### src/design/smsec_pkg.sv
// Purpose: Shared types and constants for the max-address security machine
// Assumes: Commands arrive already decoded from the command register path
// Notes:   Widths are fixed here because the request struct carries them
//
// Functional notes
// - Power-on puts the machine in inactive state, no password, extension disabled.
// - Inactive or unlocked: execute set-max-address, keep current state.
// - Inactive: abort lock, unlock and freeze-lock, stay inactive.
// - Inactive: set-password moves to unlocked with password established.
// - Unlocked: set-password replaces stored password, stay unlocked.
// - Unlocked: unlock command is not carried out, stay unlocked.
// - Unlocked: lock command moves to locked state.
// - Unlocked: freeze-lock command moves to frozen state.
// - Locked: abort set-max-address and set-password, stay locked.
// - Locked: further lock executes without error, stay locked.
// - Locked: unlock returns to unlocked state.
// - Locked: freeze-lock may enter frozen state; optional.
// - Frozen: abort every set-max command, stay frozen.
// - Frozen is left only by power cycle, never by command.
// - Unlocked, locked or frozen: identify word 86 bit 8 reads one.
// - Password survives hardware and software resets, lost on power cycle.
package smsec_pkg;

	localparam int          SMSEC_PW_W        = 32;
	localparam int          SMSEC_ADDR_W      = 48;
	localparam int          SMSEC_IDW_BIT     = 8;
	localparam int          SMSEC_IDW_WORD    = 86;
	localparam logic        SMSEC_FRZ_FROM_LK = 1'b1;
	localparam logic [47:0] SMSEC_MAX_RST     = 48'h0000_0000_0000;
	localparam logic [31:0] SMSEC_PW_RST      = 32'h0000_0000;

	typedef enum logic [2:0] {
		SMSEC_CMD_NONE,
		SMSEC_CMD_SETMAX,
		SMSEC_CMD_SETPW,
		SMSEC_CMD_LOCK,
		SMSEC_CMD_UNLOCK,
		SMSEC_CMD_FREEZE
	} smsec_cmd_e;

	typedef enum logic [1:0] {
		SMSEC_INACTIVE,
		SMSEC_UNLOCKED,
		SMSEC_LOCKED,
		SMSEC_FROZEN
	} smsec_state_e;

	typedef struct packed {
		logic                    valid;
		smsec_cmd_e              cmd;
		logic [SMSEC_ADDR_W-1:0] addr;
		logic [SMSEC_PW_W-1:0]   pw;
	} smsec_req_s;

	typedef struct packed {
		logic done;
		logic aborted;
	} smsec_rsp_s;

endpackage : smsec_pkg

### src/design/smsec_top.sv
// Purpose: Max-address security state machine and its stored values
// Assumes: Request pulse comes from logic on REF_CLK_IN, so no synchroniser
// Notes:   PWR_ONN_IN is power-on reset; RSTN_IN is hardware/software reset
`timescale 1ns/1ps
`default_nettype none

module smsec_top import smsec_pkg::*; (
	input  wire logic                    REF_CLK_IN,
	input  wire logic                    PWR_ONN_IN,
	input  wire logic                    RSTN_IN,
	input  wire smsec_req_s              REQ_IN,
	output var  smsec_rsp_s              RSP_OUT,
	output var  logic [SMSEC_ADDR_W-1:0] MAX_ADDR_OUT,
	output var  logic                    SEC_ENABLED_OUT,
	output var  logic [1:0]              STATE_OUT
);

	// ------------------------------------------------------------
	// State and stored values
	// ------------------------------------------------------------
	smsec_state_e            state_q, state_d;
	logic [SMSEC_PW_W-1:0]   pw_q;
	logic [SMSEC_ADDR_W-1:0] max_q;
	logic                    abort_d;

	// ------------------------------------------------------------
	// Next state and abort decision
	// ------------------------------------------------------------
	always_comb begin
		state_d = state_q;
		abort_d = 1'b0;
		if (REQ_IN.valid) begin
			case (state_q)
				SMSEC_INACTIVE: begin
					case (REQ_IN.cmd)
						SMSEC_CMD_SETPW:  state_d = SMSEC_UNLOCKED;
						SMSEC_CMD_LOCK,
						SMSEC_CMD_UNLOCK,
						SMSEC_CMD_FREEZE: abort_d = 1'b1;
						default:          state_d = state_q;
					endcase
				end
				SMSEC_UNLOCKED: begin
					case (REQ_IN.cmd)
						SMSEC_CMD_LOCK:   state_d = SMSEC_LOCKED;
						SMSEC_CMD_FREEZE: state_d = SMSEC_FROZEN;
						// Unlock is a no-op without error
						default:          state_d = state_q;
					endcase
				end
				SMSEC_LOCKED: begin
					case (REQ_IN.cmd)
						SMSEC_CMD_SETMAX,
						SMSEC_CMD_SETPW:  abort_d = 1'b1;
						SMSEC_CMD_UNLOCK: state_d = SMSEC_UNLOCKED;
						SMSEC_CMD_FREEZE: begin
							// Optional move; host is told not to do this
							if (SMSEC_FRZ_FROM_LK)
								state_d = SMSEC_FROZEN;
							else
								abort_d = 1'b1;
						end
						default:          state_d = state_q;
					endcase
				end
				default: begin
					// Only a power cycle leaves here
					if (REQ_IN.cmd != SMSEC_CMD_NONE)
						abort_d = 1'b1;
				end
			endcase
		end
	end

	// ------------------------------------------------------------
	// Registers
	// ------------------------------------------------------------
	// State and password survive RSTN_IN; only power-on clears them
	always_ff @(posedge REF_CLK_IN) begin
		if (!PWR_ONN_IN)
			state_q <= SMSEC_INACTIVE;
		else
			state_q <= state_d;
	end

	always_ff @(posedge REF_CLK_IN) begin
		if (!PWR_ONN_IN)
			pw_q <= SMSEC_PW_RST;
		else if (REQ_IN.valid && REQ_IN.cmd == SMSEC_CMD_SETPW && !abort_d)
			pw_q <= REQ_IN.pw;
	end

	always_ff @(posedge REF_CLK_IN) begin
		if (!PWR_ONN_IN)
			max_q <= SMSEC_MAX_RST;
		else if (REQ_IN.valid && REQ_IN.cmd == SMSEC_CMD_SETMAX && !abort_d)
			max_q <= REQ_IN.addr;
	end

	always_ff @(posedge REF_CLK_IN) begin
		if (!PWR_ONN_IN || !RSTN_IN) begin
			RSP_OUT <= '0;
		end else begin
			RSP_OUT.done    <= REQ_IN.valid && REQ_IN.cmd != SMSEC_CMD_NONE;
			RSP_OUT.aborted <= abort_d;
		end
	end

	always_ff @(posedge REF_CLK_IN) begin
		if (!PWR_ONN_IN)
			SEC_ENABLED_OUT <= 1'b0;
		else
			SEC_ENABLED_OUT <= (state_d != SMSEC_INACTIVE);
	end

	assign MAX_ADDR_OUT = max_q;
	assign STATE_OUT    = state_q;

	// ------------------------------------------------------------
	// Checks: identify bit and resets
	// ------------------------------------------------------------
	a_idbit_tracks: assert property (@(posedge REF_CLK_IN) disable iff (!PWR_ONN_IN)
		SEC_ENABLED_OUT == (state_q != SMSEC_INACTIVE))
		else $error("identify bit disagrees with state");

	a_idbit_clear: assert property (@(posedge REF_CLK_IN) disable iff (!PWR_ONN_IN)
		state_q == SMSEC_INACTIVE |-> !SEC_ENABLED_OUT)
		else $error("identify bit set while inactive");

	// No disable here: it must look at the first edge after power-on
	a_poweron_clear: assert property (@(posedge REF_CLK_IN)
		$rose(PWR_ONN_IN) |-> state_q == SMSEC_INACTIVE && pw_q == SMSEC_PW_RST
			&& !SEC_ENABLED_OUT)
		else $error("power-on did not clear state");

	a_pw_reset_keep: assert property (@(posedge REF_CLK_IN) disable iff (!PWR_ONN_IN)
		!RSTN_IN |=> $stable(pw_q) && $stable(state_q))
		else $error("reset changed password");

	// ------------------------------------------------------------
	// Checks: inactive and unlocked states
	// ------------------------------------------------------------
	a_inactive_abort: assert property (@(posedge REF_CLK_IN)
		disable iff (!PWR_ONN_IN || !RSTN_IN)
		REQ_IN.valid && state_q == SMSEC_INACTIVE && REQ_IN.cmd inside {SMSEC_CMD_LOCK,
		SMSEC_CMD_UNLOCK, SMSEC_CMD_FREEZE} |=> RSP_OUT.aborted && state_q == SMSEC_INACTIVE)
		else $error("inactive did not abort");

	a_setmax_exec: assert property (@(posedge REF_CLK_IN)
		disable iff (!PWR_ONN_IN || !RSTN_IN)
		REQ_IN.valid && REQ_IN.cmd == SMSEC_CMD_SETMAX
			&& state_q inside {SMSEC_INACTIVE, SMSEC_UNLOCKED}
		|=> !RSP_OUT.aborted && max_q == $past(REQ_IN.addr) && $stable(state_q))
		else $error("set max not executed");

	a_setpw_unlock: assert property (@(posedge REF_CLK_IN) disable iff (!PWR_ONN_IN)
		REQ_IN.valid && REQ_IN.cmd == SMSEC_CMD_SETPW && state_q == SMSEC_INACTIVE
		|=> state_q == SMSEC_UNLOCKED && pw_q == $past(REQ_IN.pw))
		else $error("set password did not unlock");

	a_setpw_replace: assert property (@(posedge REF_CLK_IN)
		disable iff (!PWR_ONN_IN || !RSTN_IN)
		REQ_IN.valid && REQ_IN.cmd == SMSEC_CMD_SETPW && state_q == SMSEC_UNLOCKED
		|=> state_q == SMSEC_UNLOCKED && pw_q == $past(REQ_IN.pw) && !RSP_OUT.aborted)
		else $error("set password not replaced");

	a_unlock_noop: assert property (@(posedge REF_CLK_IN)
		disable iff (!PWR_ONN_IN || !RSTN_IN)
		REQ_IN.valid && REQ_IN.cmd == SMSEC_CMD_UNLOCK && state_q == SMSEC_UNLOCKED
		|=> state_q == SMSEC_UNLOCKED && !RSP_OUT.aborted)
		else $error("unlock while unlocked misbehaved");

	a_lock_move: assert property (@(posedge REF_CLK_IN) disable iff (!PWR_ONN_IN)
		REQ_IN.valid && REQ_IN.cmd == SMSEC_CMD_LOCK && state_q == SMSEC_UNLOCKED
		|=> state_q == SMSEC_LOCKED)
		else $error("lock did not lock");

	a_freeze_move: assert property (@(posedge REF_CLK_IN) disable iff (!PWR_ONN_IN)
		REQ_IN.valid && REQ_IN.cmd == SMSEC_CMD_FREEZE && state_q == SMSEC_UNLOCKED
		|=> state_q == SMSEC_FROZEN)
		else $error("freeze-lock did not freeze");

	// ------------------------------------------------------------
	// Checks: locked and frozen states
	// ------------------------------------------------------------
	a_locked_abort: assert property (@(posedge REF_CLK_IN)
		disable iff (!PWR_ONN_IN || !RSTN_IN)
		REQ_IN.valid && state_q == SMSEC_LOCKED && REQ_IN.cmd == SMSEC_CMD_SETMAX
		|=> RSP_OUT.aborted && $stable(max_q))
		else $error("locked set max not aborted");

	a_locked_pw_abort: assert property (@(posedge REF_CLK_IN)
		disable iff (!PWR_ONN_IN || !RSTN_IN)
		REQ_IN.valid && state_q == SMSEC_LOCKED && REQ_IN.cmd == SMSEC_CMD_SETPW
		|=> RSP_OUT.aborted && $stable(pw_q) && state_q == SMSEC_LOCKED)
		else $error("locked set password not aborted");

	a_relock_ok: assert property (@(posedge REF_CLK_IN)
		disable iff (!PWR_ONN_IN || !RSTN_IN)
		REQ_IN.valid && state_q == SMSEC_LOCKED && REQ_IN.cmd == SMSEC_CMD_LOCK
		|=> !RSP_OUT.aborted && state_q == SMSEC_LOCKED)
		else $error("repeated lock misbehaved");

	a_unlock_back: assert property (@(posedge REF_CLK_IN) disable iff (!PWR_ONN_IN)
		REQ_IN.valid && REQ_IN.cmd == SMSEC_CMD_UNLOCK && state_q == SMSEC_LOCKED
		|=> state_q == SMSEC_UNLOCKED)
		else $error("unlock did not unlock");

	a_frozen_stays: assert property (@(posedge REF_CLK_IN) disable iff (!PWR_ONN_IN)
		state_q == SMSEC_FROZEN |=> state_q == SMSEC_FROZEN)
		else $error("left frozen state");

	a_frozen_abort: assert property (@(posedge REF_CLK_IN)
		disable iff (!PWR_ONN_IN || !RSTN_IN)
		REQ_IN.valid && state_q == SMSEC_FROZEN && REQ_IN.cmd != SMSEC_CMD_NONE
		|=> RSP_OUT.aborted)
		else $error("frozen did not abort");

	// ------------------------------------------------------------
	// Checks: completion status
	// ------------------------------------------------------------
	a_done_pulse: assert property (@(posedge REF_CLK_IN)
		disable iff (!PWR_ONN_IN || !RSTN_IN)
		REQ_IN.valid && REQ_IN.cmd != SMSEC_CMD_NONE |=> RSP_OUT.done)
		else $error("command not completed");

	// Aborted commands must leave every stored value alone
	a_abort_keeps: assert property (@(posedge REF_CLK_IN)
		disable iff (!PWR_ONN_IN || !RSTN_IN)
		RSP_OUT.aborted |-> $stable(max_q) && $stable(pw_q))
		else $error("aborted command changed stored value");

endmodule : smsec_top

`default_nettype wire

### config.mk
export PLATFORM = sky130hd
export DESIGN_NAME = smsec_top
export DESIGN_NICKNAME = d
export VERILOG_FILES = /design/src/design/smsec_pkg.sv /design/src/design/smsec_top.sv
export SDC_FILE = /design/constraint.sdc
export NUM_CORES = 1
export LEC_CHECK = 0
export BUFFER_PORTS_ARGS = -buffer_cell sky130_fd_sc_hd__buf_2
export CAP_MARGIN = 20
export CORE_ASPECT_RATIO = 2
export CORE_MARGIN = 1.5
export CORE_UTILIZATION = 44
export DETAILED_ROUTE_END_ITERATION = 7
export GPL_TIMING_DRIVEN = 0
export PLACE_DENSITY = 0.79
export SLEW_MARGIN = 20
export SYNTH_ARGS = -nofsm -noshare
export SYNTH_HDL_FRONTEND = slang
export SYNTH_SLANG_ARGS = --single-unit
### constraint.sdc
create_clock -name REF_CLK_IN -period 2.65 [get_ports REF_CLK_IN]
set_input_delay 0.3975 -clock REF_CLK_IN [delete_from_list [all_inputs] [get_ports REF_CLK_IN]]
set_output_delay 0.3975 -clock REF_CLK_IN [all_outputs]
set_load 0.03 [all_outputs]
== Yosys cells after proc, flatten, opt, wreduce, memory -nomap -nowiden ==
Index checks and enable logic that the tools add are counted.
Word-level totals
  flip-flop bits (word level): 53
  output and inout port bits: 53
  logic and storage cells: 34
Cells by class
  eq/ne operators: 7
  multiplexer cells: 10
  reductions and logical operators: 12
Operators with widths (count)
  $pmux W2 S2: 2
  $eq A3 B2 Y1 const B: 2
  $eq A3 B3 Y1 const B: 2
  $pmux W2 S3: 1
  $mux W1: 4
  $mux W2: 2
  $eq A3 B1 Y1 const B: 1
  $logic_and A1 B1 Y1: 3
  $logic_not A1 Y1: 3
  $pmux W1 S3: 1
  $reduce_bool A3 Y1: 1
  $reduce_or A3 Y1: 1
  $eq A2 B1 Y1 const B: 1
  $eq A2 B2 Y1 const B: 1
  $logic_not A2 Y1: 1
  $reduce_bool A2 Y1: 1
  $reduce_or A2 Y1: 1
  $logic_or A1 B1 Y1: 1

== Longest topological paths before layout ==
  word-level depth: 7
  depth in mapped cells: 6
  gate-level depth less buffers: 3

== Least setup slack after synthesis ==
Ideal clock, no wire load.
  kind: reg2reg
  start point: register state_q[1] (netlist: STATE_OUT[1])
  end point: register max_q[5] (netlist: MAX_ADDR_OUT[5])
  library setup time: 0.115 ns
  arrival: 1.468 ns
  required time: 2.535 ns
  setup slack: 1.068 ns
  cell stages (with the launch flop): 7
  clock period less this slack: 1.582 ns
  cell sequence: dfxtp_1 -> buf_6 -> nor4b_4 -> buf_6 -> buf_6 -> a21boi_0 -> o21a_1
On the way
  longest elaborated chain between the ends: 5
  elaborated cells between the ends (all ways): 7
  classes of those cells: 2 x eq/ne; 2 x mux; 3 x reduce/logical
Ends and longest elaborated chain
  from (decl): line smsec_top.sv:21  | smsec_state_e state_q, state_d;
  from (signal assigned): line smsec_top.sv:83  | state_q <= state_d;
  $eq A2 B2 Y1 (tied with other cells): line smsec_top.sv:33  | case (state_q)
  $pmux W1 S3 (*): line smsec_top.sv:33
  $mux W1 (*): line smsec_top.sv:32  | if (REQ_IN.valid) begin
  $logic_not A1 Y1 (*): line smsec_top.sv:96  | else if (REQ_IN.valid && REQ_IN.cmd == SMSEC_CMD_SETMAX && !abort_d)
  $logic_and A1 B1 Y1 (*): line smsec_top.sv:96
  to (signal assigned): line smsec_top.sv:97  | max_q <= REQ_IN.addr;
  to (decl): line smsec_top.sv:23  | logic [SMSEC_ADDR_W-1:0] max_q;
Every way passes the cells marked *; elsewhere a longest branch is shown, timed or not.
A chain may end at the register's enable or synchronous reset.

== Final worst setup path ==
  start point: register state_q[1] (netlist: STATE_OUT[1])
  end point: register max_q[17] (netlist: MAX_ADDR_OUT[17])
The elaborated chain is that of the path after synthesis.

==> run metrics <==
DP Wirelength 4.57 mm; max-cap viol count 0; Final period util 62.2%; vias per inst 5.24; RePlAce Congestion 0.789; R2R setup slack 1.00 ns; Root Buffer Master clkbuf_8; busiest grt layer met2; io pins 140; maximum clock rate 607 MHz; H-tree levels 2; worst r2r dst MAX_ADDR_OUT[17]; RR Startpoint STATE_OUT[1]; critical path fanouts, max 10; first-pass GRT wire length 10.2 mm; DRC 0; Area Overhead vs Synth 28.3%; Worst setup SP type flip-flop; P_leak 1.65 nW; Setup CP Type reg2reg; overall routed net length 6.13 mm; net switching power 0.000396 W; design area 3140 sq um; number of buffers added on ports 106; largest net degree at the start of global routing 17; area of the mapped netlist 2450 sq um; GR Util met2 38.2%; Die ar. 6040 sq um; flops & latches, synth 53; crit-path cells buf_6, nor4b_4, clkbuf_1, and3_1, o21a_1; Final Skew 0.00393 ns; GR Overflow Total 0; Slowest-stage cell, CP nor4b_4; overall routing resource usage 20.9%; final setup fails 0; Syn. warnings 0; fill count 547; Worst Setup SP STATE_OUT[1]; routed wire length per instance 14.3 microns; nets in the synthesized netlist 341; Sw Share 26.7%; Core Box Area 5370 sq um; cts bufs inserted 5; R2R cell count 5; Yosys cell types 29; HP Class in2reg; Worst Tran Pin Value 0.456 ns; vias 2243; Slew headroom 69.6%; Post-synth EDFFs 0; n_diodes 0; nets 454; sequential share of power 55.4%; share of layout cells above drive strength 1 34.5%; placed cell area 3050 sq um; post-route ant nets 0; logic gate share of total power 14.1%; vias in the first global route 2276; crit path to MAX_ADDR_OUT[17]; row count 38; critical path required time 2.90 ns; Pwr Density 472 nW/um^2; Synth Flop Type dfxtp_1; Final Hold Viols 0; Setup Fix Bufs, Post-CTS 0; Clock transition at path regs 0.10 ns; met3 GRT Util 3.35%; Post-Synthesis Cells 254; clock power share 30.5%; status finished, final reports clean; RSZ-0062 raised after global routing false; VDD IR-drop max 0.000399 V; cell internal pwr 0.00109 W; Die Ht 108 microns; clk_lat worst skew 0.30 ns; antenna violations before repair 0; DRT iter0 DRCs 60; Resize count post-CTS 0; Final TNS setup 0 ns; endpoint class of the critical path flip-flop; Critical Path AT 1.90 ns; Avg Cell Area, Syn 9.63 sq um; FFs w/ async S/R, synth 0%; Clock Tree Buf Depth 2; sequential element share of the synthesized area 43.4%; DIE WIDTH 55.7 microns; max incr delay on CP 0.43 ns; Starting Density 45.5%; Placed Cells incl. Taps 420; Slew Viols, Final 0; fin cells 428; CTS tree built; grt met1 use 23.3%; CTS sink cnt 53; first drt pass iteration count 4; Final Critical Period 1.65 ns; # hold bufs at CTS 0
[worst min path at each step]
stage / startpoint / endpoint / slack [ns] / depth (start not counted)
after floorplan: REQ_IN[83] / RSP_OUT[0] / 0.55 / 2
after global placement: STATE_OUT[0] / SEC_ENABLED_OUT / 0.57 / 2
after detailed placement: STATE_OUT[0] / SEC_ENABLED_OUT / 0.57 / 2
after CTS: RSTN_IN / RSP_OUT[0] / 0.38 / 3
after global routing: RSTN_IN / RSP_OUT[0] / 0.39 / 3
final: RSTN_IN / RSP_OUT[0] / 0.38 / 3
[critical path, delay by kind of cell, from the launching register on]
kind / cells / cell delay, ns
AO/OA/AOI/OAI: 1 / 0.11
flip-flops: 1 / 0.33
AND/OR/NAND/NOR: 2 / 0.65
buffers and inverters: 2 / 0.51
[sequential cells by signal (all words and copies together) (netlist names)]
name and flops:
MAX_ADDR_OUT 48, RSP_OUT 2, SEC_ENABLED_OUT 1, STATE_OUT 2
[cells by family (layout without fill, tap and decap cells)]
kind of cell    Yosys count  in the layout  share of synthesized area [%]
compound gates          106            106                           32.3
buf+inv                  33            147                           7.21
xor+xnor                  2              2                          0.716
simple gates             60             60                           16.4
flops                    53             53                           43.4
[through the flow]
stage               setup WS, ns  hold WS [ns]  util, %  power, W
CTS                        0.978         0.377     58.4   0.00151
global route               0.871         0.391     58.4   0.00156
finish                      1.00         0.379     58.4   0.00148
floorplan                   1.07         0.554        -  0.000966
detailed placement         0.942         0.575     56.8   0.00105
global placement           0.932         0.570     56.8   0.00105
[routing by layer]
layer | vias up | wire length, microns
met1 | 1032 | 2480
met5 | - | 0
met3 | 14 | 273
li1 | 1131 | -
met2 | 66 | 3210
met4 | 0 | 166
[power groups by stage]
stage           logic, W  registers (W)  clock network (W)
6_report        0.000210       0.000821           0.000452
4_1_cts         0.000212       0.000821           0.000472
3_3_place_gp    0.000209       0.000839                  0
3_5_place_dp    0.000211       0.000839                  0
5_1_grt         0.000229       0.000824           0.000507
2_1_floorplan  0.0000918       0.000874                  0
[cells in the mapped netlist (2+ instances only)]
library cell	number	area, sq um
buf_6	6	67.6
and3_1	48	300
buf_1	2	7.51
and3b_1	2	17.5
clkbuf_1	16	60.1
a21boi_0	22	165
inv_1	3	11.3
o21a_1	48	360
a21boi_1	27	203
buf_2	5	25.0
o21ai_0	3	15.0
nor2b_1	3	18.8
dfxtp_1	53	1060
[layout make-up]
| cell class | instances | area [sq um] | share of cell area [%] |
|---|---|---|---|
| Sequential cell | 53 | 1060 | 33.8 |
| Clock buffer | 6 | 72.6 | 2.31 |
| Buffer | 30 | 165 | 5.26 |
| Clock inverter | 2 | 15.0 | 0.478 |
| Inverter | 3 | 11.3 | 0.359 |
| Multi-Input combinational cell | 168 | 1210 | 38.5 |
| Tap cell | 60 | 75.1 | 2.39 |
| Timing Repair Buffer | 106 | 531 | 16.9 |
[cell usage in the layout, fill, tap and decap left out, types with 5 or more instances in the layout]
master / count
a21boi_0: 22
a21boi_1: 27
and3_1: 48
buf_2: 111
buf_6: 6
clkbuf_1: 17
clkbuf_8: 5
dfxtp_1: 53
o21a_1: 48
Note: power is estimated with default switching activity, not from simulation.
